`src/alt_pkg.sv`:
```
// Constants for the accumulator load transfer decoder
package alt_pkg;

    // ------------------------------------------------------------
    // Opcode encodings
    // ------------------------------------------------------------
    localparam logic [9:0] ALT_OP_READ_DISPLAY_CTRL = 10'h24a;
    localparam logic [9:0] ALT_OP_READ_CONV_LOW     = 10'h24f;
    localparam logic [9:0] ALT_OP_READ_CLOCK_CTRL   = 10'h252;
    localparam logic [5:0] ALT_OP_RAM_TO_ACC_HI     = 6'h2c;

    // ------------------------------------------------------------
    // Field positions
    // ------------------------------------------------------------
    localparam int ALT_OP_HI_MSB  = 9;
    localparam int ALT_OP_HI_LSB  = 4;
    localparam int ALT_IMM_MSB    = 3;

    // ------------------------------------------------------------
    // Reset values and cycle counts
    // ------------------------------------------------------------
    localparam logic [3:0] ALT_ACC_RESET      = 4'h0;
    localparam logic [3:0] ALT_FILE_SEL_RESET = 4'h0;
    localparam int         ALT_EXEC_CYCLES    = 1;

    typedef enum logic [2:0]
    {
        ALT_NONE,
        ALT_DISPLAY,
        ALT_CONV,
        ALT_RAM,
        ALT_CLOCK
    } alt_op_t;

endpackage

```
`src/alt_core.sv`:
```
// Decoder and executor for four transfer-to-accumulator instructions
// Functional notes
// [RULE1] Opcode 0x24a copies the display control register into the accumulator in one cycle.
// [RULE2] The conversion result read puts result bits 1 and 0 into accumulator bits 3 and 2.
// [RULE3] The conversion result read clears accumulator bits 1 and 0.
// [RULE4] Opcodes 0x2c0 to 0x2cf are the RAM-to-accumulator transfer with a 4-bit immediate.
// [RULE5] Load the accumulator from RAM, then XOR the file selector with the immediate.
// [RULE6] Opcode 0x252 copies the clock control register into the accumulator in one cycle.
// [RULE7] None of the four changes the carry flag or requests a skip; of the four, only the RAM transfer alters its source (it XORs the file selector).
module alt_core
    import alt_pkg::*;
(
    input  wire logic       clk_in,
    input  wire logic       rstn_in,
    input  wire logic       instr_valid_in,
    input  wire logic [9:0] instr_in,
    input  wire logic [3:0] display_ctrl_reg_in,
    input  wire logic [3:0] clock_ctrl_reg_in,
    input  wire logic       conv_result_bit1_in,
    input  wire logic       conv_result_bit0_in,
    input  wire logic [3:0] ram_data_in,
    input  wire logic       acc_load_in,
    input  wire logic [3:0] acc_data_in,
    input  wire logic       file_sel_load_in,
    input  wire logic [3:0] file_sel_data_in,
    output logic [3:0]      acc_out,
    output logic [3:0]      file_sel_out,
    output logic            hit_out,
    output logic            carry_we_out,
    output logic            skip_next_out
);

    // ------------------------------------------------------------
    // Decode
    // ------------------------------------------------------------
    // Exact codes first; the RAM group is matched on its six-bit prefix
    function automatic alt_op_t alt_decode(input logic [9:0] op);
        alt_op_t r;
        r = ALT_NONE;
        if (op == ALT_OP_READ_DISPLAY_CTRL)
            r = ALT_DISPLAY; // RULE1
        else if (op == ALT_OP_READ_CONV_LOW)
            r = ALT_CONV; // RULE2
        else if (op == ALT_OP_READ_CLOCK_CTRL)
            r = ALT_CLOCK; // RULE6
        else if (op[ALT_OP_HI_MSB:ALT_OP_HI_LSB] == ALT_OP_RAM_TO_ACC_HI)
            r = ALT_RAM; // RULE4
        return r;
    endfunction

    alt_op_t    op;
    logic [3:0] next_acc;
    logic [3:0] acc;
    logic [3:0] file_sel;

    // A bubble slot decodes to nothing, whatever its opcode bits hold
    always_comb
    begin
        op = instr_valid_in ? alt_decode(instr_in) : ALT_NONE;
    end

    assign hit_out       = (op != ALT_NONE);
    // Tied low: none of these transfers writes carry or skips
    assign carry_we_out  = 1'b0; // RULE7
    assign skip_next_out = 1'b0; // RULE7
    assign acc_out       = acc;
    assign file_sel_out  = file_sel;

    // ------------------------------------------------------------
    // Accumulator
    // ------------------------------------------------------------
    // A decoded transfer wins over a load from another unit
    always_comb
    begin
        next_acc = acc;
        unique case (op)
            ALT_NONE:    next_acc = acc_load_in ? acc_data_in : acc;
            ALT_DISPLAY: next_acc = display_ctrl_reg_in; // RULE1
            ALT_CONV:    next_acc = {conv_result_bit1_in, conv_result_bit0_in, // RULE2
                                     2'h0}; // RULE3
            ALT_RAM:     next_acc = ram_data_in; // RULE5
            ALT_CLOCK:   next_acc = clock_ctrl_reg_in; // RULE6
        endcase
    end

    always_ff @(posedge clk_in or negedge rstn_in)
    begin
        if (!rstn_in)
            acc <= ALT_ACC_RESET;
        else
            acc <= next_acc;
    end

    // ------------------------------------------------------------
    // RAM file selector
    // ------------------------------------------------------------
    // RAM is read with the old selector; the XOR lands on the same edge
    // The XOR outranks a load from another unit in the same cycle
    always_ff @(posedge clk_in or negedge rstn_in)
    begin
        if (!rstn_in)
            file_sel <= ALT_FILE_SEL_RESET;
        else if (op == ALT_RAM)
            file_sel <= file_sel ^ instr_in[ALT_IMM_MSB:0]; // RULE5
        else if (file_sel_load_in)
            file_sel <= file_sel_data_in;
    end

    // ------------------------------------------------------------
    // Assertions
    // ------------------------------------------------------------
    display_read_a: assert property (@(posedge clk_in) disable iff (!rstn_in) // RULE1
        (instr_valid_in && instr_in == 10'h24a) |=> acc == $past(display_ctrl_reg_in))
        else $error("display control read wrong");

    conv_high_a: assert property (@(posedge clk_in) disable iff (!rstn_in) // RULE2
        (op == ALT_CONV) |=>
            acc[3:2] == {$past(conv_result_bit1_in), $past(conv_result_bit0_in)})
        else $error("conversion bits misplaced");

    conv_low_zero_a: assert property (@(posedge clk_in) disable iff (!rstn_in) // RULE3
        (op == ALT_CONV) |=> acc[1:0] == 2'h0)
        else $error("conversion low bits not cleared");

    ram_decode_a: assert property (@(posedge clk_in) disable iff (!rstn_in) // RULE4
        (instr_valid_in && instr_in[9:4] == 6'h2c) |-> (op == ALT_RAM && hit_out))
        else $error("RAM transfer not decoded");

    ram_load_a: assert property (@(posedge clk_in) disable iff (!rstn_in) // RULE5
        (op == ALT_RAM) |=> acc == $past(ram_data_in)
            && file_sel == ($past(file_sel) ^ $past(instr_in[3:0])))
        else $error("RAM transfer result wrong");

    clock_read_a: assert property (@(posedge clk_in) disable iff (!rstn_in) // RULE6
        (instr_valid_in && instr_in == 10'h252) |=> acc == $past(clock_ctrl_reg_in))
        else $error("clock control read wrong");

    no_side_effect_a: assert property (@(posedge clk_in) disable iff (!rstn_in) // RULE7
        hit_out |-> (!carry_we_out && !skip_next_out))
        else $error("transfer touched carry or skip");

    sel_hold_a: assert property (@(posedge clk_in) disable iff (!rstn_in) // RULE7
        (hit_out && op != ALT_RAM && !file_sel_load_in) |=> $stable(file_sel))
        else $error("file selector changed by register read");

    idle_hold_a: assert property (@(posedge clk_in) disable iff (!rstn_in)
        (!hit_out && !acc_load_in) |=> $stable(acc))
        else $error("accumulator changed while idle");

    // ------------------------------------------------------------
    // Decode, load and reset checks
    // ------------------------------------------------------------
    display_decode_a: assert property (@(posedge clk_in) disable iff (!rstn_in) // RULE1
        (instr_valid_in && instr_in == ALT_OP_READ_DISPLAY_CTRL)
            |-> (op == ALT_DISPLAY && hit_out))
        else $error("display control read not decoded");

    conv_decode_a: assert property (@(posedge clk_in) disable iff (!rstn_in) // RULE2
        (instr_valid_in && instr_in == ALT_OP_READ_CONV_LOW)
            |-> (op == ALT_CONV && hit_out))
        else $error("conversion read not decoded");

    clock_decode_a: assert property (@(posedge clk_in) disable iff (!rstn_in) // RULE6
        (instr_valid_in && instr_in == ALT_OP_READ_CLOCK_CTRL)
            |-> (op == ALT_CLOCK && hit_out))
        else $error("clock control read not decoded");

    ram_exact_a: assert property (@(posedge clk_in) disable iff (!rstn_in) // RULE4
        (op == ALT_RAM)
            |-> (instr_in[ALT_OP_HI_MSB:ALT_OP_HI_LSB] == ALT_OP_RAM_TO_ACC_HI))
        else $error("RAM transfer decoded from a foreign opcode");

    // Both writers in one cycle: the transfer must win
    ram_priority_a: assert property (@(posedge clk_in) disable iff (!rstn_in) // RULE5
        (op == ALT_RAM && file_sel_load_in)
            |=> file_sel == ($past(file_sel) ^ $past(instr_in[ALT_IMM_MSB:0])))
        else $error("file selector load beat the RAM transfer");

    // A zero immediate is the only one that keeps the selector
    ram_imm_zero_a: assert property (@(posedge clk_in) disable iff (!rstn_in) // RULE5
        (op == ALT_RAM && instr_in[ALT_IMM_MSB:0] == 4'h0)
            |=> $stable(file_sel))
        else $error("zero immediate moved the file selector");

    // Anything outside the four encodings must not raise hit_out
    unknown_op_a: assert property (@(posedge clk_in) disable iff (!rstn_in)
        (instr_valid_in && instr_in != ALT_OP_READ_DISPLAY_CTRL
            && instr_in != ALT_OP_READ_CONV_LOW && instr_in != ALT_OP_READ_CLOCK_CTRL
            && instr_in[ALT_OP_HI_MSB:ALT_OP_HI_LSB] != ALT_OP_RAM_TO_ACC_HI)
            |-> !hit_out)
        else $error("unknown opcode decoded");

    // Opcode bits in an empty slot are don't-care
    invalid_quiet_a: assert property (@(posedge clk_in) disable iff (!rstn_in)
        !instr_valid_in |-> (op == ALT_NONE && !hit_out))
        else $error("decode active without a valid instruction");

    // Other units share the accumulator; their load must land when no transfer is decoded
    acc_load_a: assert property (@(posedge clk_in) disable iff (!rstn_in)
        (!hit_out && acc_load_in) |=> acc == $past(acc_data_in))
        else $error("accumulator load from other unit lost");

    sel_load_a: assert property (@(posedge clk_in) disable iff (!rstn_in)
        (op != ALT_RAM && file_sel_load_in) |=> file_sel == $past(file_sel_data_in))
        else $error("file selector load lost");

    sel_idle_a: assert property (@(posedge clk_in) disable iff (!rstn_in)
        (!hit_out && !file_sel_load_in) |=> $stable(file_sel))
        else $error("file selector changed while idle");

    // No disable here: this one watches the reset itself
    reset_value_a: assert property (@(posedge clk_in)
        !rstn_in |=> (acc == ALT_ACC_RESET && file_sel == ALT_FILE_SEL_RESET))
        else $error("state not cleared by reset");

    // ------------------------------------------------------------
    // Coverage
    // ------------------------------------------------------------
    display_c: cover property (@(posedge clk_in) disable iff (!rstn_in) op == ALT_DISPLAY);
    conv_c:    cover property (@(posedge clk_in) disable iff (!rstn_in) op == ALT_CONV);
    ram_c:     cover property (@(posedge clk_in) disable iff (!rstn_in)
        op == ALT_RAM ##1 op == ALT_RAM);
    clock_c:   cover property (@(posedge clk_in) disable iff (!rstn_in) op == ALT_CLOCK);
    sel_clash_c: cover property (@(posedge clk_in) disable iff (!rstn_in)
        op == ALT_RAM && file_sel_load_in);

endmodule // alt_core

```
`config.mk`:
```
export PLATFORM = sky130hd
export DESIGN_NAME = alt_core
export DESIGN_NICKNAME = d
export VERILOG_FILES = /design/src/alt_pkg.sv /design/src/alt_core.sv
export SDC_FILE = /design/constraint.sdc
export NUM_CORES = 1
export LEC_CHECK = 0
export BUFFER_PORTS_ARGS = -buffer_cell sky130_fd_sc_hd__buf_4
export CORE_UTILIZATION = 38
export DETAILED_ROUTE_END_ITERATION = 10
export GPL_TIMING_DRIVEN = 0
export HOLD_SLACK_MARGIN = 0.1
export PLACE_DENSITY = 0.87
export SETUP_SLACK_MARGIN = 0.2
export SYNTH_ARGS = -nofsm -noshare
export SYNTH_HDL_FRONTEND = slang
export SYNTH_SLANG_ARGS = --single-unit
```
`constraint.sdc`:
```
create_clock -name clk_in -period 1.1 [get_ports clk_in]
set_input_delay 0.055 -clock clk_in [delete_from_list [all_inputs] [get_ports clk_in]]
set_output_delay 0.055 -clock clk_in [all_outputs]
set_load 0.01 [all_outputs]
```
==> results_dict.tcl <==
set metrics [dict create \
    crit_path_cell_trace "buf_6 > nand4b_1 > nor3b_4 > buf_6 > mux2_4 > o221a_4" \
    syn_to_final_growth_pct 100 \
    io_pins 48 \
    p_comb_share_pct 38.9 \
    yosys_warnings 0 \
    power_mw 0.967 \
    layout_commonest_cell "buf_4" \
    cts_buffers 3 \
    synthCells 58 \
    multi_input_area_um2 487 \
    crit_type "input port to flip-flop" \
    finalClockSkew_ns 0 \
    pwr-share-clk_pct 25.1 \
    num_vias 796 \
    routed_wl_um 2490 \
    cts.sinks 8 \
    r2r_setup_slack_ns 0.24 \
    p_sw_share_pct 29.8 \
    first_iter_violations 16 \
    cts_tree "yes" \
    fin_crit_sh_pct 101 \
    die_x_um 41.8 \
    ant_nets 0 \
    crit_slowest_cell "mux2_4" \
    grt_pass1_wl_um 3550 \
    io_buffers 44 \
    ys_seq_elements 8 \
    wl_per_cell_um 18.7 \
    grt.total_usage_pct 26.7 \
    p_per_area_nw_per_um2 804 \
    fmax_mhz 898 \
    p_int_mw 0.679 \
    num_rows 13 \
    rsz0062_at_grt "true" \
    drc 0 \
    rr_worst_depth 2 \
    met3_length_um 211 \
    ir_worst_vdd_v 0.000751 \
    fin_ws_ns -0.0140 \
    overflow 0 \
    clk-insertion-delay-late_ns 0.25 \
    n_fill_cell 68 \
    met2_length_um 1280 \
    seq_area_frac_synth_pct 33.3 \
    gp_congestion 0.726 \
    cpLargestDelayFamily "simple AND/OR/NAND/NOR gates" \
    dieArea_um2 1740 \
    hold_viol 0 \
    grt_max_degree 9 \
    fin_nets 157 \
    p_seq_share_pct 36.0 \
    required_ns 1.26 \
    crit_path_max_fanout 6 \
    post_drt_via_cell_ratio 5.98 \
    die_h_um 41.8 \
    drive_gt1_share_pct 62.7 \
    tns_ns -0.0314 \
    path_depth 6 \
    start_util_pct 43.4 \
    maxSlewViolCount 0 \
    clock_path_buffers 2 \
    violations "negative setup slack" \
    cts_root_buf "clkbuf_4" \
    drt_first_pass_iters 6 \
    arrival_ns 1.27 \
    hold_class "input port to flip-flop" \
    regArea_um2 200 \
    maxCapViolCount 0 \
    path_common_cell "buf_6" \
    crit_path_max_incr_delay_ns 0.31 \
    dpl.hpwl_um 1530 \
    clk_pin_slew_ns 0.07 \
    coreArea_um2 1380 \
    mostFrequentLayoutCells "buf_4 (47), dfrtp_1 (8), buf_6 (6)" \
    fin_crit_ns 1.11 \
    synth_cell_type_count 26 \
    synth-edff-count 0 \
    setup_viol 3 \
    n_antenna_cell 0 \
    status "finished with violations" \
    syn_area_um2 601 \
    crit_buf_inv 2 \
    synth.avg_cell_area_um2 10.4 \
    synth_flop_cell "dfrtp_1" \
    p_sw_mw 0.288 \
    power.leakage_nw 0.558 \
    wl_met1_um 938 \
    grt_pass1_vias 828 \
    hold_depth 3 \
    antenna_found_initial 0 \
    setup.worst_path.end_class "flip-flop" \
    cts_max_level 1 \
    final_core_util_pct 87.0 \
    async_flop_share_pct 100 \
    cp-start-kind "input port" \
    routed.top_layer "met4" \
]
synthesized netlist by cell type (2+ instances only):
cell | instances | share of area (%)
nand3_1 | 4 | 3.3
nor2b_1 | 2 | 2.1
a32oi_1 | 3 | 4.4
a2bb2oi_1 | 2 | 2.9
mux2i_1 | 4 | 6.7
a22oi_1 | 4 | 5.0
buf_4 | 2 | 2.5
o221a_2 | 4 | 7.5
o22ai_1 | 4 | 4.2
dfrtp_1 | 8 | 33
mux2_2 | 4 | 7.5
a21oi_1 | 2 | 1.7
o21a_1 | 2 | 2.5
repair_timing:
action,in CTS,in global routing
setup buffers,2,5
pin swaps,5,3
resized for setup,15,8
hold buffers,5,0
gates cloned,0,0
hold endpoints to repair,12,0
endpoints found under the setup margin,9,12
per-stage QoR:
step                worst slack (ns)  cell area, um^2  instances  hold slack, ns
floorplan                     -0.224              616         59          -0.241
CTS                          -0.0284             1130        128           0.111
global route                 -0.0191             1200        133           0.103
detailed placement            -0.449              965        118          -0.122
global placement              -0.427              965        118          -0.124
finish                       -0.0140             1200        133           0.111
routing by layer:
| metal | track usage (%) | vias up |
|---|---|---|
| met3 | 6.96 | 8 |
| met5 | 0 | - |
| met4 | 17.4 | 0 |
| met2 | 47.8 | 59 |
| li1 | - | 355 |
| met1 | 26.7 | 374 |
final cells by class:
cell class,count,share of cell area (%)
tap,15,1.56
timing repair buffer,56,37.9
sequential,8,16.6
buffer,3,1.56
clock buffer,3,1.87
multi-input combinational,48,40.5
tightest hold or removal path: cells and delay by family:
family                 cells  cell delay [ns]
AO/OA/AOI/OAI              1             0.12
buffers and inverters      1             0.07
multiplexers               1             0.07
sequential cells by signal, indices dropped and copies added (netlist names):
| register | flops |
|---|---|
| file_sel_out | 4 |
| acc_out | 4 |
final timing paths:
kind,from,to
worst min register to register,acc_out[2],acc_out[2]
worst max-delay path,instr_in[8],file_sel_out[0]
min in group asynchronous,rstn_in,file_sel_out[0]
max in group asynchronous,rstn_in,acc_out[2]
worst min-delay path,acc_data_in[2],acc_out[2]
worst max register to register,file_sel_out[0],file_sel_out[0]
power groups by stage:
stage               logic (mW)  clock network, mW  registers (mW)
CTS                      0.338              0.233           0.348
global placement         0.286                  0           0.348
global route             0.393              0.268           0.351
finish                   0.376              0.242           0.348
detailed placement       0.296                  0           0.350
floorplan                0.101                  0           0.362
cells by family after synthesis:
group	synth area share, %
AOI/OAI and AO/OA	28.1
other	0.624
muxes	14.2
buffers and inverters	3.12
DFF	33.3
and+or+nand+nor	20.6
No activity file was read; power rests on OpenSTA's default activity.
